--- src/pfc_pkg.sv ---
// Constants and carrier types for the synthesizer fabric control block.
// Assumes one 20 MHz system clock and a classic Wishbone master.
package pfc_pkg;
  localparam logic [7:0] ADR_DIVCFG = 8'h00; // Dividers and modes.
  localparam logic [7:0] ADR_FEEDBACK_DIVIDER = 8'h04; // Feedback ratio.
  localparam logic [7:0] ADR_FRACTION_WORD = 8'h08; // Fraction word.
  localparam logic [7:0] ADR_DLYINIT = 8'h0c; // Configured delay.
  localparam logic [7:0] ADR_PHINIT = 8'h10; // Configured phases.
  localparam logic [7:0] ADR_STATUS = 8'h14; // Live state.
  localparam int ERR_BIT = 2; // Status error bit, write one clears.
  localparam logic [5:0] REF_DIV_RST = 6'h01; // Divider ratio at reset.
  localparam logic [5:0] REF_DIV_MAX = 6'h3f; // Largest divider ratio.
  localparam logic [11:0] FB_DIV_RST = 12'h014; // Valid in both modes.
  localparam logic [11:0] FB_INT_LO = 12'h008; // Integer lower band.
  localparam logic [11:0] FB_INT_HI1 = 12'h00a; // Integer band end.
  localparam logic [11:0] FB_INT_LO2 = 12'h00c; // Integer upper band.
  localparam logic [11:0] FB_INT_MAX = 12'hfff; // Integer ceiling.
  localparam logic [11:0] FB_FRACTION_WORD_LO = 12'h014; // Fractional floor.
  localparam logic [11:0] FB_FRACTION_WORD_HI = 12'h1f4; // Fractional ceiling.
  localparam logic [3:0] LOCK_EXP_RST = 4'h8; // Two to the eighth.
  localparam logic [3:0] LOCK_EXP_MIN = 4'h1; // Two cycles.
  localparam logic [3:0] LOCK_EXP_MAX = 4'hf; // 32768 cycles.
  localparam logic [7:0] DLY_INIT_RST = 8'h40; // Delay at reset.
  localparam logic [7:0] DLY_MAX = 8'hff; // Last delay tap.
  localparam logic [4:0] VCO_WINDOW = 5'h10; // Start alignment span.
  typedef struct packed {
    logic cyc; // Cycle.
    logic stb; // Strobe.
    logic we; // Write enable.
    logic [7:0] adr; // Byte address.
    logic [3:0] sel; // Byte lanes.
    logic [31:0] dat; // Write data.
  } pfc_wb_t;
  typedef struct packed {
    logic pend; // One-cycle write request.
    logic [7:0] adr; // Target address.
    logic [31:0] dat; // Word to write.
  } pfc_wr_t;
endpackage

--- src/pfc_ctrl.sv ---
// Fabric control of one frequency synthesizer: registers, dividers,
// lock, output gating, delay and phase stepping, reconfiguration port.
// Assumes all fabric inputs are synchronous to CLOCK except the strobes, phase restore and the reconfig clock and reset.
`timescale 1ns/1ps
module pfc_ctrl
  import pfc_pkg::*;
(
  input wire logic CLOCK, // System clock, 20 MHz.
  input wire logic RESETN, // Synchronous reset, active low.
  input wire logic CE, // Clock enable; low freezes all state but the reconfig write request.
  input wire pfc_wb_t WB_I, // Wishbone request from the master.
  output logic WB_ACK_O, // Wishbone acknowledge.
  output logic [31:0] WB_DAT_O, // Wishbone read data.
  input wire logic REF_CLK_0, // Primary reference, sampled.
  input wire logic REF_CLK_1, // Backup reference, sampled.
  input wire logic REF_SELECT, // Reference select.
  input wire logic FEEDBACK_CLOCK_IN, // External feedback sample.
  input wire logic LOOP_SLEEP_N, // Power-down, active low.
  input wire logic [3:0] OUT_EN, // Output enables.
  input wire logic BYPASS_APPLY_N, // Bypass apply, active low.
  input wire logic REF_DIVIDER_SYNC_ENABLE, // Divider sync enable.
  input wire logic DELAY_STEP_STROBE, // Delay step, asynchronous.
  input wire logic DELAY_DIRECTION, // Delay step direction.
  input wire logic DELAY_DOUBLE, // Two taps per step.
  input wire logic DELAY_RESTORE, // Reload configured delay.
  input wire logic [3:0] PHASE_SELECT, // Outputs taking a rotation.
  input wire logic PHASE_DIRECTION, // Rotation direction.
  input wire logic PHASE_STEP_STROBE, // Rotate, asynchronous.
  input wire logic PHASE_RESTORE_N, // Phase restore, active low.
  input wire logic RECONFIG_CLOCK, // Reconfiguration clock, sampled.
  input wire logic RECONFIG_RESET_N, // Reconfig reset, async, low.
  input wire logic [10:0] RECONFIG_CONTROL, // Reconfig control bits.
  input wire logic [32:0] RECONFIG_WRITE_BUS, // Address or data in.
  output logic [32:0] RECONFIG_READ_BUS, // Read data out.
  output logic RECONFIG_IRQ, // Reconfig interrupt.
  output logic [3:0] CLK_OUT, // Gated synthesizer outputs.
  output logic LOCK, // Delayed lock indication.
  output logic [1:0] REF_DIV_RUN, // Divider run, both synthesizers.
  output logic DELAY_LIMIT_REACHED, // Delay at an end tap.
  output logic [7:0] DELAY_TAP, // Current delay tap.
  output logic [11:0] PHASE_OFFSET // Phase per output, 3 bits each.
);
  // Whole state of the control logic.
  typedef struct packed {
    logic ack; // Bus acknowledge.
    logic [31:0] rdat; // Bus read data.
    logic [5:0] ref_div; // Reference divider ratio.
    logic fraction_word_mode; // Fractional mode.
    logic ext_fb; // External feedback mode.
    logic [3:0] lock_exp; // Lock delay exponent.
    logic [3:0] byp_sel; // Preset bypass mux per output.
    logic [11:0] fb_div; // Feedback ratio.
    logic [23:0] fraction_word; // Fraction word.
    logic [7:0] dly_init; // Configured delay.
    logic [11:0] ph_init; // Configured phases.
    logic err; // A write was refused.
    logic [2:0] ds_sync; // Delay strobe synchroniser.
    logic [2:0] ps_sync; // Phase strobe synchroniser.
    logic [2:0] pr_sync; // Phase restore synchroniser.
    logic ref_q; // Previous reference sample.
    logic ref_sel_q; // Select in use.
    logic [5:0] div_cnt; // Reference divider count.
    logic div_run; // Divider released.
    logic [15:0] lock_cnt; // Divided cycles counted toward lock.
    logic lock; // Lock indication.
    logic [7:0] tap; // Delay tap.
    logic lim; // Delay limit flag.
    logic [11:0] phase; // Phase offsets.
    logic [3:0] clk; // Output levels.
    logic [3:0] run; // Output toggling.
    logic [7:0] stop_cnt; // Falling edges seen while stopping.
    logic [3:0] en_q; // Previous enables.
    logic [3:0] pend; // Enables waiting to start.
    logic win_open; // Alignment window open.
    logic [4:0] win_cnt; // Alignment window count.
  } pfc_state_t;

  // Reconfiguration port state, cleared by its own asynchronous reset.
  typedef struct packed {
    logic [1:0] ck_sync; // Reconfig clock synchroniser.
    logic ck_q; // Previous synchronised reconfig clock.
    logic [7:0] adr; // Address from the address phase.
    logic [32:0] rbus; // Read bus.
    logic irq; // Interrupt.
    logic lock_q; // Lock seen last cycle.
    pfc_wr_t wr; // Write handed to the register file.
  } pfc_rc_t;

  pfc_state_t st;
  pfc_state_t next_st;
  pfc_rc_t rc;
  pfc_rc_t next_rc;

  // Feedback ratio check for the given mode.
  function automatic logic fb_ok(input logic fm, input logic [11:0] v);
    if (fm) begin
      fb_ok = (v >= FB_FRACTION_WORD_LO) && (v <= FB_FRACTION_WORD_HI);
    end else begin
      fb_ok = ((v >= FB_INT_LO) && (v <= FB_INT_HI1)) ||
              ((v >= FB_INT_LO2) && (v <= FB_INT_MAX));
    end
  endfunction

  // Register read decode, shared by the bus and the reconfig port.
  function automatic logic [31:0] rd(input pfc_state_t s,
                                     input logic [7:0] a);
    rd = 32'h0;
    case (a)
      ADR_DIVCFG: rd = {16'h0, s.byp_sel, s.lock_exp, s.ext_fb,
                        s.fraction_word_mode, s.ref_div};
      ADR_FEEDBACK_DIVIDER: rd = {20'h0, s.fb_div};
      ADR_FRACTION_WORD: rd = {8'h0, s.fraction_word};
      ADR_DLYINIT: rd = {24'h0, s.dly_init};
      ADR_PHINIT: rd = {20'h0, s.ph_init};
      ADR_STATUS: rd = {4'h0, s.phase, s.tap, 2'h0, s.div_run,
                        s.ref_sel_q, ~LOOP_SLEEP_N, s.err, s.lim, s.lock};
      default: rd = 32'h0;
    endcase
  endfunction

  // Register write decode; out-of-range ratios are refused and flagged.
  function automatic pfc_state_t wr(input pfc_state_t s,
                                    input logic [7:0] a,
                                    input logic [31:0] d,
                                    input logic [3:0] be);
    logic [31:0] m;
    logic [31:0] w;
    wr = s;
    m = {{8{be[3]}}, {8{be[2]}}, {8{be[1]}}, {8{be[0]}}};
    w = (rd(s, a) & ~m) | (d & m);
    case (a)
      ADR_DIVCFG: begin
        if ((w[5:0] != 6'h0) && (w[5:0] <= REF_DIV_MAX) &&
            (w[11:8] >= LOCK_EXP_MIN) && (w[11:8] <= LOCK_EXP_MAX) &&
            fb_ok(w[6], s.fb_div)) begin
          wr.ref_div = w[5:0];
          wr.fraction_word_mode = w[6];
          wr.ext_fb = w[7];
          wr.lock_exp = w[11:8];
          wr.byp_sel = w[15:12];
        end else begin
          wr.err = 1'b1;
        end
      end
      ADR_FEEDBACK_DIVIDER: begin
        if (fb_ok(s.fraction_word_mode, w[11:0])) begin
          wr.fb_div = w[11:0];
        end else begin
          wr.err = 1'b1;
        end
      end
      ADR_FRACTION_WORD: wr.fraction_word = w[23:0];
      ADR_DLYINIT: wr.dly_init = w[7:0];
      ADR_PHINIT: wr.ph_init = w[11:0];
      ADR_STATUS: begin
        if (be[0] && d[ERR_BIT]) begin
          wr.err = 1'b0;
        end
      end
      default: wr = s;
    endcase
  endfunction

  // Next state of the control logic; CE low holds everything.
  always_comb begin
    logic sref;
    logic rise;
    logic tick;
    logic [8:0] sum;
    logic [7:0] dlt;
    next_st = st;
    sref = REF_SELECT ? REF_CLK_1 : REF_CLK_0;
    rise = sref & ~st.ref_q;
    tick = 1'b0;
    sum = 9'h0;
    dlt = 8'h0;
    if (CE) begin
      // Bus slave: one wait state, unmapped reads return zero.
      next_st.ack = WB_I.cyc & WB_I.stb & ~st.ack;
      if (WB_I.cyc && WB_I.stb && !st.ack) begin
        next_st.rdat = rd(st, WB_I.adr);
        if (WB_I.we) begin
          next_st = wr(next_st, WB_I.adr, WB_I.dat, WB_I.sel);
        end
      end
      if (rc.wr.pend) begin
        next_st = wr(next_st, rc.wr.adr, rc.wr.dat, 4'hf);
      end
      // Strobes pass two flip-flops before any edge is taken.
      next_st.ds_sync = {st.ds_sync[1:0], DELAY_STEP_STROBE};
      next_st.ps_sync = {st.ps_sync[1:0], PHASE_STEP_STROBE};
      next_st.pr_sync = {st.pr_sync[1:0], PHASE_RESTORE_N};
      next_st.ref_q = sref;
      next_st.ref_sel_q = REF_SELECT;
      // Divider is released only on a reference edge, for both loops.
      if (!REF_DIVIDER_SYNC_ENABLE || !LOOP_SLEEP_N) begin
        next_st.div_run = 1'b0;
        next_st.div_cnt = 6'h0;
      end else if (rise) begin
        next_st.div_run = 1'b1;
        if (st.div_run) begin
          tick = (st.div_cnt == st.ref_div - 6'h1);
          next_st.div_cnt = tick ? 6'h0 : st.div_cnt + 6'h1;
        end
      end
      // Lock waits a power of two of divided cycles; a switch restarts.
      if (!LOOP_SLEEP_N || (REF_SELECT != st.ref_sel_q)) begin
        next_st.lock = 1'b0;
        next_st.lock_cnt = 16'h0;
      end else if (tick && !st.lock) begin
        next_st.lock_cnt = st.lock_cnt + 16'h1;
        if (st.lock_cnt + 16'h1 == (16'h1 << st.lock_exp)) begin
          next_st.lock = 1'b1;
        end
      end
      // Delay line: restore wins, ends saturate until restored.
      dlt = DELAY_DOUBLE ? 8'h2 : 8'h1;
      if (DELAY_RESTORE) begin
        next_st.tap = st.dly_init;
        next_st.lim = 1'b0;
      end else if (st.ds_sync[1] && !st.ds_sync[2] && !st.lim) begin
        if (DELAY_DIRECTION) begin
          sum = {1'b0, st.tap} + {1'b0, dlt};
          if (sum >= {1'b0, DLY_MAX}) begin
            next_st.tap = DLY_MAX;
            next_st.lim = 1'b1;
          end else begin
            next_st.tap = sum[7:0];
          end
        end else if (st.tap <= dlt) begin
          next_st.tap = 8'h0;
          next_st.lim = 1'b1;
        end else begin
          next_st.tap = st.tap - dlt;
        end
      end
      // Phase rotation by one of eight phases; restore wins.
      if (!st.pr_sync[1] && st.pr_sync[2]) begin
        next_st.phase = st.ph_init;
      end else if (st.ps_sync[1] && !st.ps_sync[2]) begin
        for (int i = 0; i < 4; i++) begin
          if (PHASE_SELECT[i]) begin
            next_st.phase[3*i +: 3] = PHASE_DIRECTION ?
              st.phase[3*i +: 3] + 3'h1 :
              st.phase[3*i +: 3] - 3'h1;
          end
        end
      end
      // Output gating: aligned start window, stop after two falls.
      next_st.en_q = OUT_EN;
      if (!LOOP_SLEEP_N) begin
        next_st.clk = 4'h0;
        next_st.run = 4'h0;
        next_st.pend = 4'h0;
        next_st.win_open = 1'b0;
        next_st.stop_cnt = 8'h0;
      end else begin
        for (int i = 0; i < 4; i++) begin
          if (OUT_EN[i] && !st.en_q[i] && !st.run[i]) begin
            next_st.pend[i] = 1'b1;
          end
          if (!OUT_EN[i] && st.run[i] && tick && st.clk[i]) begin
            next_st.stop_cnt[2*i +: 2] = st.stop_cnt[2*i +: 2] + 2'h1;
            if (st.stop_cnt[2*i] == 1'b1) begin
              next_st.run[i] = 1'b0;
              next_st.stop_cnt[2*i +: 2] = 2'h0;
            end
          end
          if (!BYPASS_APPLY_N && st.byp_sel[i]) begin
            next_st.clk[i] = st.ext_fb ? FEEDBACK_CLOCK_IN : sref;
          end else if (!next_st.run[i]) begin
            next_st.clk[i] = 1'b0;
          end else if (tick) begin
            next_st.clk[i] = ~st.clk[i];
          end
        end
        if (!st.win_open && (next_st.pend != 4'h0)) begin
          next_st.win_open = 1'b1;
          next_st.win_cnt = 5'h0;
        end else if (st.win_open) begin
          next_st.win_cnt = st.win_cnt + 5'h1;
          if (st.win_cnt == VCO_WINDOW - 5'h1) begin
            next_st.run = next_st.run | (next_st.pend & OUT_EN);
            next_st.pend = 4'h0;
            next_st.win_open = 1'b0;
          end
        end
      end
    end
  end

  // Register the control state.
  always_ff @(posedge CLOCK) begin
    if (!RESETN) begin
      st <= '0;
      st.ref_div <= REF_DIV_RST;
      st.lock_exp <= LOCK_EXP_RST;
      st.fb_div <= FB_DIV_RST;
      st.dly_init <= DLY_INIT_RST;
      st.tap <= DLY_INIT_RST;
      st.pr_sync <= 3'h7;
    end else begin
      st <= next_st;
    end
  end

  // Reconfig port: address phase when bit 32 set, else data phase.
  // Control bit 0 writes, bit 1 reads, bit 2 acknowledges the interrupt.
  always_comb begin
    next_rc = rc;
    next_rc.wr.pend = 1'b0;
    if (CE) begin
      next_rc.ck_sync = {rc.ck_sync[0], RECONFIG_CLOCK};
      next_rc.ck_q = rc.ck_sync[1];
      next_rc.lock_q = st.lock;
      if (rc.ck_sync[1] && !rc.ck_q) begin
        if (RECONFIG_CONTROL[0]) begin
          if (RECONFIG_WRITE_BUS[32]) begin
            next_rc.adr = RECONFIG_WRITE_BUS[7:0];
          end else begin
            next_rc.wr = {1'b1, rc.adr, RECONFIG_WRITE_BUS[31:0]};
          end
        end
        if (RECONFIG_CONTROL[1]) begin
          next_rc.rbus = {1'b0, rd(st, rc.adr)};
        end
        if (RECONFIG_CONTROL[2]) begin
          next_rc.irq = 1'b0;
        end
      end
      if (st.lock != rc.lock_q) begin
        next_rc.irq = 1'b1;
      end
    end
  end

  // The reconfig port clears at once on its own reset.
  always_ff @(posedge CLOCK or negedge RECONFIG_RESET_N) begin
    if (!RECONFIG_RESET_N) begin
      rc <= '0;
    end else if (!RESETN) begin
      rc <= '0;
    end else begin
      rc <= next_rc;
    end
  end

  assign WB_ACK_O = st.ack;
  assign WB_DAT_O = st.rdat;
  assign CLK_OUT = st.clk;
  assign LOCK = st.lock;
  assign REF_DIV_RUN = {2{st.div_run}};
  assign DELAY_LIMIT_REACHED = st.lim;
  assign DELAY_TAP = st.tap;
  assign PHASE_OFFSET = st.phase;
  assign RECONFIG_READ_BUS = rc.rbus;
  assign RECONFIG_IRQ = rc.irq;
endmodule

--- config.mk ---
export PLATFORM = sky130hd
export DESIGN_NAME = pfc_ctrl
export DESIGN_NICKNAME = d
export VERILOG_FILES = /design/src/pfc_pkg.sv /design/src/pfc_ctrl.sv
export SDC_FILE = /design/constraint.sdc
export NUM_CORES = 1
export LEC_CHECK = 0
export ABC_AREA = 1
export ABC_CLOCK_PERIOD_IN_PS = 2700
export BUFFER_PORTS_ARGS = -buffer_cell sky130_fd_sc_hd__buf_2
export CAP_MARGIN = 30
export CORE_ASPECT_RATIO = 0.75
export CORE_MARGIN = 4
export CORE_UTILIZATION = 40
export DETAILED_ROUTE_END_ITERATION = 8
export RECOVER_POWER = 50
export SYNTH_ARGS = -nofsm -noshare
export SYNTH_HDL_FRONTEND = slang
export SYNTH_SLANG_ARGS = --single-unit
--- constraint.sdc ---
create_clock -name CLOCK -period 2.7 [get_ports CLOCK]
set_input_delay 0.135 -clock CLOCK [delete_from_list [all_inputs] [get_ports CLOCK]]
set_output_delay 0.135 -clock CLOCK [all_outputs]
set_load 0.02 [all_outputs]
==> results of run 1 <==
==> sequential cells by signal, indices dropped and copies added, names as in the netlist, 4 cells and up <==
signal	cells
PHASE_OFFSET	12
rc	45
CLK_OUT	4
RECONFIG_READ_BUS	28
WB_DAT_O	28
DELAY_TAP	8
st	128
==> what timing repair did <==
action,in CTS,in global routing
hold endpoints to repair,127,0
gates resized for setup,109,161
hold buffers,42,0
pin swaps,29,46
setup endpoints to repair,37,73
setup buffers,46,20
gates cloned,6,2
==> kinds of logic (layout without fill, tap and decap cells) <==
family / after synthesis / count (layout) / synth area share, %
and+or+nand+nor: 815 / 817 / 23.19
AOI/OAI and AO/OA: 608 / 608 / 22.80
buffers and inverters: 507 / 934 / 14.76
DFF: 258 / 258 / 35.18
xor gates and xnor gates: 45 / 45 / 2.505
adders and majority gates: 15 / 15 / 1.479
other: 1 / 11 / 0.02383
muxes: 1 / 1 / 0.06362
==> worst paths after layout <==
kind,endpoint,from,slack [ps],depth (start not counted)
max reg2reg,WB_DAT_O[5],REF_DIV_RUN[0],-280,22
min in group asynchronous,RECONFIG_READ_BUS[2],RECONFIG_RESET_N,330,2
min,RECONFIG_IRQ,CE,10,4
max in group asynchronous,rc[3],RECONFIG_RESET_N,790,3
max,WB_DAT_O[5],REF_DIV_RUN[0],-280,22
min reg2reg,st[18],st[18],430,1
==> through the flow <==
stage	instance area, sq um	TNS, ps	power, mW	worst slack, ps
after floorplan	15760	0	4.556	122.1
after global placement	18360	-14230	5.038	-603.9
after detailed placement	18360	-16490	5.042	-656.9
after CTS	20510	-1504	9.241	-119.8
after global routing	21080	-24170	9.544	-402.5
final	21080	-8430	9.275	-281.8
==> layout make-up <==
type / count / area (sq um)
Sequential cell: 258 / 5597
Clock buffer: 35 / 778.2
Antenna cell: 2 / 5.005
Multi-Input combinational cell: 1495 / 8618
Fill cell: 3771 / 17470
Timing Repair Buffer: 570 / 4058
Tap cell: 512 / 640.6
Clock inverter: 17 / 205.2
Inverter: 312 / 1179
==> layout by cell type (no fill, tap or decap), drive strengths merged, types with 4 or more instances in the layout <==
master       instances
conb                 9
o31ai                7
clkinv              15
a2111oi              6
buf                433
nor3b                4
a22o                10
o221ai               6
nand2              430
nand3              136
nor2               160
a31oi                9
fa                   6
xnor2               12
and3                 8
o21bai              12
nor3                23
nand4               31
dfrtp               74
o2bb2ai              5
o211ai              43
o22ai               94
clkinvlp             5
dfxtp              184
dlygate4sd3         42
ha                   9
nor4                13
bufinv               4
a211oi              20
inv                305
or2                  9
xor2                33
a21oi              128
clkbuf             130
a32o                 7
o21ai              244
==> metal layers <==
metal | GRT usage, % | vias up | part of all wire, %
met3 | 11.17 | 150 | 13
met5 | 0 | - | 0.052
met1 | 44.74 | 8335 | 43
met4 | 8.310 | 6 | 3.2
li1 | - | 8308 | -
met2 | 44.00 | 992 | 40
==> worst min-delay path: cells and delay by family <==
kind | cells | cell delay [ps]
and+or+nand+nor | 2 | 170
AOI/OAI and AO/OA | 1 | 50
buffers and inverters | 1 | 190
==> report_power, final <==
| part | switching (mW) | total, mW | internal (mW) |
|---|---|---|---|
| Sequential | 0.0453 | 3.92 | 3.87 |
| Combinational | 0.769 | 1.18 | 0.415 |
| Clock | 1.74 | 4.17 | 2.43 |
| Total | 2.56 | 9.28 | 6.72 |
==> flow_summary.toml, run 1 <==
[min_path]
worst_hold_path_type = "input pin to flop"

[floorplan]
core_sq_mm = 0.03855
io_pins = 213
die-area_sq_mm = 0.04260
initial_core_util_pct = 40.81
fp.dieW_microns = 237.0
rows = 62
die_height_microns = 179.8

[sta]
setup_ws_ps = -281.8
fin_hold_ws_ps = 14.68
rsz0062_at_grt = "yes"
clock-skew-final_ps = 30.40
final-setup-viol-count = 82
finalMaxSlewViolations = 67
period_needed_ps = 2982
max_freq_mhz = 335.4
worst_slew_pin_slew_ps = 1708
hold_viol_final = 0
fin_crit_sh_pct = 110.4
maxSlewHeadroom_pct = -13.87

[clocking]
cts_tree = "built"
clockBufferDepth = 3
clkLatencyLatePin_ps = 580
clk_pin_slew_ps = 70
htreeDepth = 1
cts.sinks = 258
cts_inserted_buffers = 28
clockRootBuffer = "clkbuf_16"

[setup_path]
critPathMaxFanout = 3
critPathRequiredTime_ps = 3150
crit_chain = "nand3_4 > o21ai_2 > inv_1 > nand2_2 > buf_4 > buf_4 > buf_4 > buf_4 > buf_4 > buf_4 > buf_4 > buf_4 > buf_4 > buf_4 > buf_4 > buf_4 > buf_4 > buf_4 > buf_4 > buf_6 > o21bai_1 > inv_1"
critPathLaunchType = "flop"
crit_path_end_kind = "flop"
worstPathArrival_ps = 3430
max_stage_delay_ps = 380
path_class = "flop to flop"
crit_slowest_cell = "dfxtp_4"
path_buf_inv = 18
path_delay_family = "buffers and inverters"
cpMostUsedCell = "buf_4"

[route]
drt-initial-drc-count = 1847
vias = 17790
wl_mm = 70.69
wl_per_cell_microns = 22.08
firstDrtPassIters = 6
drc = 0
ant_nets = 0
viasPerCell = 5.558

[job]
drv_cap = 1

[global_routing]
antenna_found_initial = 4
grt_pass1_wl_mm = 103.2
grt_pass1_vias = 16590
grt_usage_pct = 31.09
grt-ovfl-total = 0
grt_max_degree = 67

[synthesis]
synth-seq-area-share_pct = 35.18
netlist_area_sq_mm = 0.01573
ys_types = 60
avgSynthCellArea_sq_um = 6.993
ys_warn_count = 0
synthArstFlopShare_pct = 28.68
synth_area_leader_cell = "dfxtp_1"
synth_ff_type = "dfxtp_1"
ys_top_cells_by_count = "nand2_1 (408), inv_1 (298), o21ai_0 (206)"
synthCells = 2250
ys_ff_latch = 258
netlist.area_leader.share_pct = 23.41
synth.area.top_cells = "dfxtp_1 (23%), dfrtp_1 (12%), nand2_1 (9.7%)"
synth_edf_count = 0
yosysMostFrequentCell = "nand2_1"

[finish]
drive_above_1_share_pct = 27.91
layout.nets = 2798
area.growth.synth_to_final_pct = 33.98
fin_util_pct = 54.68
fin_cells = 3201

[placed_design]
io_buffers = 178
detailed_place_hpwl_mm = 52.79
dp_cells = 3032
place.gp.congestion = 1.069

[outcome]
outcome = "complete, but fails checks"
violations = "max-capacitance violations, max-slew violations, negative setup slack"

[power]
irDropWorstVdd_uv = 423.2
leakagePower_nw = 9.294
p_per_area_mw_per_mm2 = 440.0
No activity file was read; power rests on OpenSTA's default activity.
==> run 2, diff against run 1 <==
- ABC_CLOCK_PERIOD_IN_PS: 2700 -> 2800
- clock period: 2.7 -> 2.8 ns (I/O delays scaled with it)
==> flow_summary.toml, run 2 (synthesized netlist as in run 1, its figures left out) <==
[power]
leakagePower_nw = 8.926
p_total_mw = 8.934
irDropWorstVdd_uv = 413.8
p_per_area_mw_per_mm2 = 438.9

[finish]
area.growth.synth_to_final_pct = 29.37
fillCellCount = 3802
fin_util_pct = 52.79
largest_reg_flops = 128
drive_above_1_share_pct = 24.04
final_cell_mix = "nand2_1 (370), inv_1 (278), buf_4 (263), o21ai_0 (194), dfxtp_1 (164)"
final_common_cell = "nand2_1"
layout.nets = 2737
top_register = "st"
n_antenna_cell = 0
top_regs = "st: 128 flops, rc: 45 flops"

[setup_path]
critPathRequiredTime_ps = 3310
path_class = "flop to flop"
r2r-start = "st[140]"
worstPathArrival_ps = 3440
crit_path_end_kind = "flop"
rr_endpoint = "st[155]"
critPathLaunchType = "flop"
reg2reg_depth = 23
critPathMaxFanout = 8
crit_start = "st[140]"
reg2reg_slack_ps = -130

[floorplan]
rows = 62
die_height_microns = 179.8
io_pins = 213
die-area_sq_mm = 0.04260
initial_core_util_pct = 40.81
fp.dieW_microns = 237.0
core_sq_mm = 0.03855

[min_path]
min_to = "REF_DIV_RUN[0]"
min_from = "REF_DIVIDER_SYNC_ENABLE"
worst_hold_path_type = "input pin to flop"
holdPathStages = 4

[placed_design]
place.gp.congestion = 1.070
detailed_place_hpwl_mm = 52.81
io_buffers = 178

[sta]
worst_slew_pin_slew_ps = 2072
setup_ws_ps = -131.6
rsz0062_at_grt = "yes"
max_freq_mhz = 341.1
clock-skew-final_ps = 33.55
fin_crit_sh_pct = 104.7
period_needed_ps = 2932
finalMaxSlewViolations = 75
hold_viol_final = 0
maxSlewHeadroom_pct = -38.12
final-setup-viol-count = 17
fin_hold_ws_ps = 40.17

[route]
drt-initial-drc-count = 2061
firstDrtPassIters = 8
wl_mm = 69.36
drc = 0
ant_nets = 0
viasPerCell = 5.652
wl_per_cell_microns = 22.11
vias = 17730

[clocking]
clk_pin_slew_ps = 70
cts.sinks = 258
clkLatencyLatePin_ps = 570
cts_tree = "built"
htreeDepth = 1
cts_inserted_buffers = 27
clockRootBuffer = "clkbuf_16"
clockBufferDepth = 3

[outcome]
outcome = "complete, but fails checks"
violations = "max-capacitance violations, max-slew violations, negative setup slack"

[global_routing]
grt_max_degree = 75
grt_pass1_vias = 16290
grt-ovfl-total = 0
grt_usage_pct = 30.61
grt_pass1_wl_mm = 101.7
antenna_found_initial = 0

[job]
drv_cap = 1
==> run 2: cell count changes in the layout (fill, tap and decap cells not counted), sizes merged, moves of 2 or more <==
cell and delta:
buf -64, clkbuf +6, clkinvlp -5, clkinv -3, bufinv +2, diode -2
==> run 2: report_power, final <==
part	internal (mW)	total (mW)	switching [mW]
clock network	2.46	4.06	1.60
registers	3.74	3.78	0.0445
logic	0.378	1.09	0.716
==> run 2: layer usage <==
layer	part of all wire (%)	global-route usage, %	up-vias	wire length [microns]
met5	0	0	-	0
met4	3.8	9.080	0	2645
met3	12	9.115	161	8377
met2	40	42.12	1015	27430
met1	45	45.86	8368	30910
li1	-	-	8186	-
==> run 2: cell type report <==
cell class	instances	area (sq um)	share of cell area (%)
clock inverter	12	214.0	1.051
inverter	312	1184	5.815
timing repair buffer	510	3563	17.51
sequential	258	5580	27.42
tap	512	640.6	3.147
multi-input combinational	1495	8406	41.30
clock buffer	38	767.0	3.768
==> run 2: worst max path at each step <==
| stage | endpoint | slack, ps | cells after the start |
|---|---|---|---|
| after CTS | st[134] | 2 | 15 |
| after detailed placement | st[155] | -500 | 28 |
| after global routing | st[146] | -290 | 23 |
| after global placement | st[156] | -480 | 28 |
| final | st[155] | -130 | 23 |
| after floorplan | st[153] | 220 | 29 |
==> run 2: what timing repair did <==
action | CTS | global route
pin swaps | 1 | 68
setup buffers | 5 | 28
endpoints found under the hold margin | 128 | 0
hold buffers | 43 | 0
gates resized for setup | 45 | 146
endpoints found under the setup margin | 34 | 60
cloned | 2 | 5
==> run 2: critical path: stages (launching register included) <==
cell and delay (ps):
dfxtp_4 400, inv_2 60, o21ai_2 170, inv_1 90
nand3_1 110, nand2_2 90, nand3_4 140, inv_2 50
buf_4 130, nand3_2 80, nand2_4 120, buf_8 160
nand4_1 100, nand2_2 90, nand2_2 80, nand2_1 50
a21oi_1 140, nand2_1 80, nand2_2 100, nand3_4 170
buf_12 220, nand2_4 50, nand2_2 50, o21ai_2 140
==> run 2: per-stage QoR <==
stage	instances	cell area (sq um)	setup TNS [ps]	worst slack, ps
finish	3137	20350	-1960	-131.6
global route	3137	20350	-7129	-293.1
CTS	3104	19750	0	1.672
detailed placement	3004	18130	-12470	-497.6
global placement	3004	18130	-11990	-477.0
floorplan	2258	15760	0	217.1
